[src/hw/fhs_pkg.sv]
// Package of constants and types for the fault hiccup sequencer
package fhs_pkg;

  // Register bus geometry
  localparam int unsigned ADDR_W = 8;
  localparam int unsigned DATA_W = 32;

  // Register byte offsets
  localparam logic [7:0] CTRL_OFS      = 8'h00;
  localparam logic [7:0] STATUS_OFS    = 8'h04;
  localparam logic [7:0] IRQ_STAT_OFS  = 8'h08;
  localparam logic [7:0] IRQ_MASK_OFS  = 8'h0C;
  localparam logic [7:0] RETRY_CNT_OFS = 8'h10;

  // Control register fields
  localparam int unsigned CTRL_RUN_BIT = 0;
  localparam logic        CTRL_RUN_RST = 1'b1;

  // Status register fields
  localparam int unsigned ST_STATE_LSB  = 0;
  localparam int unsigned ST_OUTPUT_OK_FLAG_BIT  = 4;
  localparam int unsigned ST_ENABLE_BIT = 5;
  localparam int unsigned ST_OC_BIT     = 6;
  localparam int unsigned ST_OPEN_BIT   = 7;

  // Interrupt event bits, same layout in status and mask
  localparam int unsigned EV_W         = 4;
  localparam int unsigned EV_OC_BIT    = 0;
  localparam int unsigned EV_OPEN_BIT  = 1;
  localparam int unsigned EV_SSOK_BIT  = 2;
  localparam int unsigned EV_PGLOW_BIT = 3;
  localparam logic [EV_W-1:0] IRQ_MASK_RST = 4'h0;

  // Timing in switching cycles
  localparam int unsigned SS_DELAY_CYC = 64;
  localparam int unsigned OC_WAIT_CYC  = 4096;
  localparam int unsigned CNT_W        = 13;
  localparam int unsigned RETRY_W      = 16;

  // Sequencer states
  typedef enum logic [2:0] {
    FHS_SHUTDOWN = 3'b000,
    FHS_SS_DELAY = 3'b001,
    FHS_SS_RAMP  = 3'b010,
    FHS_RUN      = 3'b011,
    FHS_OC_WAIT  = 3'b100,
    FHS_OPEN     = 3'b101
  } fhs_state_e;

endpackage

[src/hw/fhs_fault_hiccup_sequencer.sv]
// Fault hiccup sequencer: open-sense and overcurrent handling of a buck
// What this block does
// - Shut the converter down while the open-sense flag is high.
// - When open-sense clears, restart from the very start of soft-start.
// - Enter overcurrent protection while the overcurrent flag is high.
// - On overcurrent, command upper and lower gate drives of all phases off.
// - Hold drivers off for exactly 4096 switching cycles.
// - After the wait, start a new soft-start if still enabled.
// - Repeat trip, wait and retry without limit until disabled or cleared.
// - Pull power-good low on undervoltage, overvoltage, overcurrent or disable.
// - Each soft-start waits 64 switching cycles before the ramp starts.
// - In shutdown keep pulse-width outputs high impedance.
//
// Local design decisions: the plain strobed port and the register addresses.
`timescale 1ns/1ps
`default_nettype none

module fhs_fault_hiccup_sequencer
  import fhs_pkg::*;
(
  input  wire logic              ref_clk,
  input  wire logic              reset_n,
  // Register port
  input  wire logic [ADDR_W-1:0] reg_addr,
  input  wire logic [DATA_W-1:0] reg_wdata,
  input  wire logic              reg_wr,
  input  wire logic              reg_rd,
  output logic      [DATA_W-1:0] reg_rdata,
  output logic                   irq,
  // Condition inputs
  input  wire logic              sw_cycle_tick,
  input  wire logic              threshold_enable_input,
  input  wire logic              driver_supply_ok,
  input  wire logic              open_sense_flag,
  input  wire logic              overcurrent_flag,
  input  wire logic              undervoltage_flag,
  input  wire logic              overvoltage_flag,
  input  wire logic              ramp_done,
  // Outputs to soft-start ramp and gate drivers
  output logic                   ss_restart,
  output logic                   ramp_enable,
  output logic                   pwm_hiz,
  output logic                   upper_gate_off,
  output logic                   lower_gate_off,
  // Open-drain power-good pin
  input  wire logic              output_ok_flag_in,
  output logic                   output_ok_flag_out,
  output logic                   output_ok_flag_oe
);

  // Reset synchroniser
  logic rst_meta_reg;
  logic rst_sync_reg;

  // Sequencer state and counters
  fhs_state_e          state_reg;
  fhs_state_e          state_next;
  logic [CNT_W-1:0]    cnt_reg;
  logic [CNT_W-1:0]    cnt_next;
  logic [RETRY_W-1:0]  retry_reg;

  // Software registers
  logic                run_reg;
  logic [EV_W-1:0]     irq_stat_reg;
  logic [EV_W-1:0]     irq_mask_reg;
  logic [EV_W-1:0]     ev_set;
  logic                pg_good_reg;
  logic                pg_good_next;

  // Derived conditions
  logic enabled;
  logic cnt_done;
  logic oc_enter;
  logic open_enter;
  logic ss_enter;

  // Decode of a register offset
  function automatic logic addr_is(input logic [ADDR_W-1:0] a,
                                   input logic [7:0]        ofs);
    addr_is = (a == ofs);
  endfunction

  // Two-stage release of the asynchronous reset; assertion stays
  // asynchronous so the bridge goes off even with the clock stopped
  always_ff @(posedge ref_clk or negedge reset_n) begin
    if (!reset_n) begin
      rst_meta_reg <= 1'b0;
      rst_sync_reg <= 1'b0;
    end else begin
      rst_meta_reg <= 1'b1;
      rst_sync_reg <= rst_meta_reg;
    end
  end

  // Enable needs the enable pin, supply reset and software run bit
  assign enabled = threshold_enable_input & driver_supply_ok & run_reg;

  // Terminal count of the current wait in switching cycles
  always_comb begin
    cnt_done = 1'b0;
    if (state_reg == FHS_SS_DELAY) begin
      cnt_done = sw_cycle_tick &
                 (cnt_reg == CNT_W'(SS_DELAY_CYC - 1));
    end else if (state_reg == FHS_OC_WAIT) begin
      cnt_done = sw_cycle_tick &
                 (cnt_reg == CNT_W'(OC_WAIT_CYC - 1));
    end
  end

  // Next-state logic; disable first, then open sense, then overcurrent
  // Overcurrent is ignored in shutdown and open, the bridge is off there
  always_comb begin
    state_next = state_reg;
    case (state_reg)
      FHS_SHUTDOWN: begin
        if (enabled && !open_sense_flag) begin
          state_next = FHS_SS_DELAY;
        end
      end
      FHS_SS_DELAY: begin
        if (!enabled) begin
          state_next = FHS_SHUTDOWN;
        end else if (open_sense_flag) begin
          state_next = FHS_OPEN;
        end else if (overcurrent_flag) begin
          state_next = FHS_OC_WAIT;
        end else if (cnt_done) begin
          state_next = FHS_SS_RAMP;
        end
      end
      FHS_SS_RAMP: begin
        if (!enabled) begin
          state_next = FHS_SHUTDOWN;
        end else if (open_sense_flag) begin
          state_next = FHS_OPEN;
        end else if (overcurrent_flag) begin
          state_next = FHS_OC_WAIT;
        end else if (ramp_done) begin
          state_next = FHS_RUN;
        end
      end
      FHS_RUN: begin
        if (!enabled) begin
          state_next = FHS_SHUTDOWN;
        end else if (open_sense_flag) begin
          state_next = FHS_OPEN;
        end else if (overcurrent_flag) begin
          state_next = FHS_OC_WAIT;
        end
      end
      FHS_OC_WAIT: begin
        if (!enabled) begin
          state_next = FHS_SHUTDOWN;
        end else if (open_sense_flag) begin
          state_next = FHS_OPEN;
        end else if (cnt_done) begin
          state_next = FHS_SS_DELAY;
        end
      end
      FHS_OPEN: begin
        if (!enabled) begin
          state_next = FHS_SHUTDOWN;
        end else if (!open_sense_flag) begin
          state_next = FHS_SS_DELAY;
        end
      end
      default: begin
        state_next = FHS_SHUTDOWN;
      end
    endcase
  end

  // Entry events
  assign oc_enter   = (state_next == FHS_OC_WAIT) &&
                      (state_reg != FHS_OC_WAIT);
  assign open_enter = (state_next == FHS_OPEN) &&
                      (state_reg != FHS_OPEN);
  assign ss_enter   = (state_next == FHS_SS_DELAY) &&
                      (state_reg != FHS_SS_DELAY);

  // State register
  always_ff @(posedge ref_clk or negedge rst_sync_reg) begin
    if (!rst_sync_reg) begin
      state_reg <= FHS_SHUTDOWN;
    end else begin
      state_reg <= state_next;
    end
  end

  // Wait counter: cleared on every state change, counts switching cycles
  always_comb begin
    cnt_next = cnt_reg;
    if (state_next != state_reg) begin
      cnt_next = '0;
    end else if (sw_cycle_tick) begin
      cnt_next = cnt_reg + CNT_W'(1);
    end
  end

  // Counter register
  always_ff @(posedge ref_clk or negedge rst_sync_reg) begin
    if (!rst_sync_reg) begin
      cnt_reg <= '0;
    end else begin
      cnt_reg <= cnt_next;
    end
  end

  // Count of overcurrent trips, saturating
  always_ff @(posedge ref_clk or negedge rst_sync_reg) begin
    if (!rst_sync_reg) begin
      retry_reg <= '0;
    end else if (oc_enter && (retry_reg != '1)) begin
      retry_reg <= retry_reg + RETRY_W'(1);
    end
  end

  // Driver commands, all registered
  // Taken from the next state so the outputs move on the state's edge
  always_ff @(posedge ref_clk or negedge rst_sync_reg) begin
    if (!rst_sync_reg) begin
      pwm_hiz        <= 1'b1;
      upper_gate_off <= 1'b1;
      lower_gate_off <= 1'b1;
      ramp_enable    <= 1'b0;
      ss_restart     <= 1'b0;
    end else begin
      // Outputs stay floating outside ramp and run
      pwm_hiz <= (state_next != FHS_SS_RAMP) &&
                 (state_next != FHS_RUN);
      // Both gates forced off while not switching
      upper_gate_off <= (state_next != FHS_SS_RAMP) &&
                        (state_next != FHS_RUN);
      lower_gate_off <= (state_next != FHS_SS_RAMP) &&
                        (state_next != FHS_RUN);
      ramp_enable <= (state_next == FHS_SS_RAMP) ||
                     (state_next == FHS_RUN);
      ss_restart  <= ss_enter;
    end
  end

  // Power-good: high only in run with no voltage or current fault
  assign pg_good_next = (state_next == FHS_RUN) &&
                        !undervoltage_flag && !overvoltage_flag &&
                        !overcurrent_flag;

  always_ff @(posedge ref_clk or negedge rst_sync_reg) begin
    if (!rst_sync_reg) begin
      pg_good_reg        <= 1'b0;
      output_ok_flag_out <= 1'b0;
      output_ok_flag_oe  <= 1'b1;
    end else begin
      pg_good_reg        <= pg_good_next;
      output_ok_flag_out <= 1'b0;
      output_ok_flag_oe  <= !pg_good_next;
    end
  end

  // Interrupt events
  always_comb begin
    ev_set               = '0;
    ev_set[EV_OC_BIT]    = oc_enter;
    ev_set[EV_OPEN_BIT]  = open_enter;
    ev_set[EV_SSOK_BIT]  = (state_next == FHS_RUN) &&
                           (state_reg == FHS_SS_RAMP);
    ev_set[EV_PGLOW_BIT] = pg_good_reg && !pg_good_next;
  end

  // Sticky status, write one to clear, a new event wins over the clear
  // so an event landing on the clearing write is never lost
  always_ff @(posedge ref_clk or negedge rst_sync_reg) begin
    if (!rst_sync_reg) begin
      irq_stat_reg <= '0;
    end else begin
      for (int i = 0; i < EV_W; i++) begin
        if (ev_set[i]) begin
          irq_stat_reg[i] <= 1'b1;
        end else if (reg_wr && addr_is(reg_addr, IRQ_STAT_OFS) &&
                     reg_wdata[i]) begin
          irq_stat_reg[i] <= 1'b0;
        end
      end
    end
  end

  // Control and mask registers
  always_ff @(posedge ref_clk or negedge rst_sync_reg) begin
    if (!rst_sync_reg) begin
      run_reg      <= CTRL_RUN_RST;
      irq_mask_reg <= IRQ_MASK_RST;
    end else if (reg_wr) begin
      if (addr_is(reg_addr, CTRL_OFS)) begin
        run_reg <= reg_wdata[CTRL_RUN_BIT];
      end
      if (addr_is(reg_addr, IRQ_MASK_OFS)) begin
        irq_mask_reg <= reg_wdata[EV_W-1:0];
      end
    end
  end

  // Level interrupt from unmasked sticky bits
  always_ff @(posedge ref_clk or negedge rst_sync_reg) begin
    if (!rst_sync_reg) begin
      irq <= 1'b0;
    end else begin
      irq <= |(irq_stat_reg & irq_mask_reg);
    end
  end

  // Read data one cycle after the strobe, zero elsewhere
  always_ff @(posedge ref_clk or negedge rst_sync_reg) begin
    if (!rst_sync_reg) begin
      reg_rdata <= '0;
    end else begin
      reg_rdata <= '0;
      if (reg_rd) begin
        if (addr_is(reg_addr, CTRL_OFS)) begin
          reg_rdata[CTRL_RUN_BIT] <= run_reg;
        end else if (addr_is(reg_addr, STATUS_OFS)) begin
          reg_rdata[ST_STATE_LSB +: $bits(fhs_state_e)] <= state_reg;
          reg_rdata[ST_OUTPUT_OK_FLAG_BIT]      <= pg_good_reg;
          reg_rdata[ST_ENABLE_BIT]     <= enabled;
          reg_rdata[ST_OC_BIT]         <= overcurrent_flag;
          reg_rdata[ST_OPEN_BIT]       <= open_sense_flag;
        end else if (addr_is(reg_addr, IRQ_STAT_OFS)) begin
          reg_rdata[EV_W-1:0] <= irq_stat_reg;
        end else if (addr_is(reg_addr, IRQ_MASK_OFS)) begin
          reg_rdata[EV_W-1:0] <= irq_mask_reg;
        end else if (addr_is(reg_addr, RETRY_CNT_OFS)) begin
          reg_rdata[RETRY_W-1:0] <= retry_reg;
        end
      end
    end
  end

  // Pin readback is not used: power-good follows state and fault flags,
  // so a wired-low neighbour on the pin cannot hold off a restart
  logic unused_pin;
  assign unused_pin = output_ok_flag_in;

endmodule

`default_nettype wire

[config.mk]
export PLATFORM = sky130hd
export DESIGN_NAME = fhs_fault_hiccup_sequencer
export DESIGN_NICKNAME = d
export VERILOG_FILES = /design/src/hw/fhs_pkg.sv /design/src/hw/fhs_fault_hiccup_sequencer.sv
export SDC_FILE = /design/constraint.sdc
export NUM_CORES = 1
export LEC_CHECK = 0
export BUFFER_PORTS_ARGS = -buffer_cell sky130_fd_sc_hd__buf_2
export CAP_MARGIN = 20
export CORE_UTILIZATION = 45
export DETAILED_ROUTE_END_ITERATION = 10
export HOLD_SLACK_MARGIN = 0.03
export PLACE_DENSITY = 0.73
export SLEW_MARGIN = 20
export SYNTH_ARGS = -nofsm -noshare
export SYNTH_HDL_FRONTEND = slang
export SYNTH_SLANG_ARGS = --single-unit
[constraint.sdc]
create_clock -name ref_clk -period 2.2 [get_ports ref_clk]
set_clock_uncertainty 0.2 [all_clocks]
set_input_delay 0.44 -clock ref_clk [delete_from_list [all_inputs] [get_ports ref_clk]]
set_output_delay 0.44 -clock ref_clk [all_outputs]
set_load 0.01 [all_outputs]
# Yosys cells after proc, flatten, opt, wreduce, memory -nomap -nowiden

Cells that the tools add are included.

Register bits: 65
Input port bits: 53
Output and inout port bits: 40

Add/subtract/negate cells: 2
Eq/ne operators: 23
Multiplexer cells: 42
Bitwise logic cells: 5
Reduce and logical (&&, ||, !) cells: 32

Operators by type and width:

| cell                                                                     | number |
|---|---|
| 3-bit 2-to-1 mux                                                         | 18 |
| 16-bit 2-to-1 mux                                                        | 2 |
| 13-bit 2-to-1 mux                                                        | 2 |
| 12-bit 2-to-1 mux                                                        | 2 |
| 3-bit case mux with 6 select lines                                       | 1 |
| 16-bit by 1-bit adder with 16-bit output (second input constant)         | 1 |
| 8-bit by 4-bit == test with 1-bit output (second input constant)         | 2 |
| 1-bit logical AND                                                        | 16 |
| 16-bit inequality test (second input constant)                           | 1 |
| 15-bit 2-to-1 mux                                                        | 1 |
| 13-bit by 1-bit adder with 13-bit output (second input constant)         | 1 |
| 13-bit by 12-bit == test with 1-bit output (second input constant)       | 1 |
| 13-bit by 6-bit == test with 1-bit output (second input constant)        | 1 |
| 3-bit by 2-bit == test with 1-bit output (second input constant)         | 4 |
| 3-bit == test (second input constant)                                    | 4 |
| 1-bit 2-to-1 mux                                                         | 12 |
| 4-bit 2-to-1 mux                                                         | 3 |
| 2-bit nonzero test                                                       | 5 |
| 8-bit by 3-bit == test with 1-bit output (second input constant)         | 1 |
| 8-bit by 5-bit == test with 1-bit output (second input constant)         | 1 |
| 8-bit logical NOT                                                        | 1 |
| 8-bit 2-to-1 mux                                                         | 1 |
| 3-bit by 1-bit == test with 1-bit output (second input constant)         | 2 |
| 3-bit by 2-bit inequality test with 1-bit output (second input constant) | 2 |
| other kinds (10)                                                         | 19 |

# Depth between registers and ports, before layout

Word-level depth: 16
Gate-level depth with buffers: 8

# Least setup slack after synthesis

Ideal clock, no wire load.

Kind: register -> register
Start point: reg state_reg[1]
End point: reg cnt_reg[10]
Library setup time: 0.123 ns
Arrival: 2.105 ns
Data required time: 1.877 ns
Path slack: -0.229 ns
Stages on the path, launching flop included: 9
Buffers on the path: 2
Clock period less this slack: 2.429 ns
Cells stage by stage: dfrtp_1 buf_6 nor3b_4 or4b_1 a21o_1 a221o_1 nand4_1 buf_4 a21oi_2

Longest elaborated chain between the ends: 10
Elaborated cells between the ends (all ways): 29

RTL lines:

| item                                                           | line                                                                 | RTL |
|---|---|---|
| start, declared                                                | fhs_fault_hiccup_sequencer.sv:56                                     | `fhs_state_e state_reg;` |
| start signal, assigned                                         | fhs_fault_hiccup_sequencer.sv:186                                    | `state_reg <= state_next;` |
| 3-bit == test                                                  | fhs_fault_hiccup_sequencer.sv:104, fhs_fault_hiccup_sequencer.sv:114 |  |
| 1-bit 2-to-1 mux                                               | fhs_fault_hiccup_sequencer.sv:104                                    | `end else if (state_reg == FHS_OC_WAIT) begin` |
| 1-bit 2-to-1 mux                                               | fhs_fault_hiccup_sequencer.sv:101                                    | `if (state_reg == FHS_SS_DELAY) begin` |
| 3-bit 2-to-1 mux                                               | fhs_fault_hiccup_sequencer.sv:127                                    | `end else if (cnt_done) begin` |
| 3-bit 2-to-1 mux                                               | fhs_fault_hiccup_sequencer.sv:125                                    | `end else if (overcurrent_flag) begin` |
| 3-bit 2-to-1 mux                                               | fhs_fault_hiccup_sequencer.sv:123                                    | `end else if (open_sense_flag) begin` |
| 3-bit 2-to-1 mux                                               | fhs_fault_hiccup_sequencer.sv:121                                    | `if (!enabled) begin` |
| 3-bit case mux with 6 select lines                             | fhs_fault_hiccup_sequencer.sv:114                                    | `case (state_reg)` |
| 3-bit inequality test *                                        | fhs_fault_hiccup_sequencer.sv:193                                    | `if (state_next != state_reg) begin` |
| 13-bit 2-to-1 mux / 2-bit nonzero test (equally long branches) | -                                                                    |  |
| end signal, assigned                                           | fhs_fault_hiccup_sequencer.sv:205                                    | `cnt_reg <= cnt_next;` |
| end, declared                                                  | fhs_fault_hiccup_sequencer.sv:58                                     | `logic [CNT_W-1:0] cnt_reg;` |

Every way passes the cells marked *; elsewhere a longest branch is shown, timed or not.
A chain may end at the register's enable or synchronous reset.

# Worst setup path in the final report

Start point: reg state_reg[0]
End point: reg cnt_reg[1]

Same word-level chain as after synthesis.

==> reports/metrics.cfg <==
[outcome]
status=complete, but fails checks
violations=negative setup slack

[sta]
timing.fmax_mhz=416
fin_setup_tns_ns=-3.08
finalSetupViolCount=24
rsz0062_at_grt=true
holdWs_ns=0.0703
fin_crit_sh_pct=109
period_needed_ns=2.40
worst_slack_ns=-0.205
final-hold-violation-count=0
final_max_slew_viol_count=0

[route]
wl_per_cell_um=14.1
post-route-drc-count=0
dr.pass1.iters=4
first_iter_violations=145
routed_wirelength_um=7080
final_antenna_net_count=0
vias=2577
via_per_inst=5.12

[critical_path]
arrival_ns=2.48
critPathLaunchType=register
max_stage_delay_ns=0.49
worst-path-buf-inv=1
cp_cell_sequence=nor3b_4, or4b_4, a21o_1, a221oi_4, o211ai_2, buf_12, a21oi_2
crit_type=register to register
crit_path_max_fanout=13
end_kind=register
cp_top_family=compound AO/OA/AOI/OAI gates
cp_slowest_cell=or4b_4
cp.required_ns=2.28

[placement]
dp_hpwl_um=5190
io_buffers=46
dp_cells=483
routabilityCongestion=0.888
place_area_um2=3880

[logic_synthesis]
netlist_area_um2=3270
avgSynthCellArea_um2=10.7
seq_area_frac_synth_pct=49.9
synth_cells=306
yosysWarnings=0
synth_edf_count=0
synth_cell_types=56
synth_ff_type=dfrtp_1
ys_seq_elements=65
synthArstFlopShare_pct=100

[cts]
cts_buffers=9
cts_tree=done
path_clk_slew_ns=0.09
ctsLongestPathBuffers=2
htreeDepth=3
clock_latency_ns=0.36
cts_sinks=65
root_buffer=clkbuf_8

[grt]
antenna_found_initial=0
grt_pass1_vias=2556
grt_overflow=0
grt_max_degree=37
grt_pass1_wl_um=11700
grt_use_total_pct=20.6

[hold_path]
hold_path_class=register to asynchronous set/reset pin

[floorplanning]
rows=30
coreArea_um2=6910
die_area_um2=7600
die_x_um=87.2
initial_utilization_pct=47.3
die_y_um=87.2
boundaryPins=93

[finish]
finalNonFillerCells=503
layout-drive-gt1-share_pct=38.6
fin_nets=457
antennaDiodeCount=0
fin_area_um2=4240
area_growth_pct=29.8
nFillCells=595

[power_and_ir_drop]
swShare_pct=25.1
power_density_nw_per_um2=687
p_seq_share_pct=45.0
power_leakage_nw=2.04
clockPowerShare_pct=43.5
pwr-share-comb_pct=11.5
vdd_drop_max_mv=0.408
p_int_mw=2.18
power.switching_mw=0.732

[job]
drv_cap=0

## power by group through the flow
stage	Clock (mW)	Combinational [mW]	Sequential [mW]
final	1.27	0.336	1.31
after global routing	1.34	0.371	1.32
after CTS	1.29	0.323	1.31
after detailed placement	0	0.320	1.33
after global placement	0	0.305	1.33
after floorplan	0	0.187	1.35
## path summary, 6_finish.rpt
kind                                endpoint  cells past startpoint          from  slack [ns]
max in group asynchronous  output_ok_flag_oe                      1  rst_sync_reg        1.34
hold reg to reg                reg_rdata[14]                      1  rst_sync_reg        0.07
hold / removal                 reg_rdata[14]                      1  rst_sync_reg        0.07
min in group ref_clk            reg_rdata[0]                      3        reg_rd        0.11
setup / recovery                  cnt_reg[1]                      7  state_reg[0]       -0.20
setup reg to reg                  cnt_reg[1]                      7  state_reg[0]       -0.20
## layout make-up
class	count	area [um2]	share of cell area, %
repair buffers	99	663	15.6
inverters	10	37.5	0.885
well taps	96	120	2.83
clock inverters	7	125	2.95
flip-flops and latches	65	1630	38.5
multi-input cells	217	1540	36.3
clock buffers	9	124	2.92
## per-stage QoR
stage               setup WS, ns  total power, mW  utilization, %
CTS                       -0.212             2.92            60.3
detailed placement        -0.189             1.65            56.2
floorplan                 -0.191             1.54               -
finish                    -0.205             2.91            61.4
global route              -0.307             3.03            61.4
global placement          -0.173             1.63            56.2
## cell families (layout without fill, tap and decap cells)
logic type / after synthesis / after routing / synth area share (%)
simple gates: 108 / 109 / 18.0
other cells: 2 / 18 / 0.230
fa+ha+maj: 2 / 2 / 0.766
mux: 8 / 8 / 2.68
flops: 65 / 65 / 49.9
compound gates: 54 / 54 / 13.9
buf+inv: 41 / 125 / 7.59
xor+xnor: 26 / 26 / 6.97
## cells in the mapped netlist (9+ instances only)
| library cell | count | area, um2 |
|---|---|---|
| nand3_1 | 11 | 55.1 |
| nor2_1 | 12 | 45.0 |
| dfrtp_1 | 62 | 1550 |
| buf_4 | 20 | 150 |
| xnor2_1 | 20 | 175 |
| a21oi_2 | 10 | 87.6 |
| nand2_1 | 26 | 97.6 |
| and2_1 | 10 | 62.6 |
| and3_1 | 9 | 56.3 |
| nand4_1 | 12 | 75.1 |
| nor3_1 | 9 | 45.0 |
| inv_1 | 10 | 37.5 |
## cell usage in the layout, fill, tap and decap left out, types with 8 or more instances in the layout
| cell type | n |
|---|---|
| dfrtp_1 | 61 |
| buf_4 | 48 |
| buf_2 | 46 |
| nand2_1 | 25 |
| xnor2_1 | 19 |
| conb_1 | 18 |
| nand4_1 | 12 |
| nor2_1 | 12 |
| a21oi_2 | 12 |
| nand3_1 | 11 |
| and2_1 | 10 |
| inv_1 | 9 |
| and3_1 | 9 |
| clkbuf_8 | 9 |
| nor3_1 | 8 |
## layer usage
layer	share of wire [%]	track usage, %
met1	46	26.9
met2	47	32.2
met3	5.3	6.16
met4	1.7	8.20
met5	0	0
## what timing repair did
action,in CTS,in global routing
hold buffers,1,0
setup endpoints to repair,34,33
pin swaps,3,6
resized for setup,3,13
setup buffers,1,1
cloned,1,0
hold endpoints to repair,2,0
Note: power is estimated with default switching activity, not from simulation.
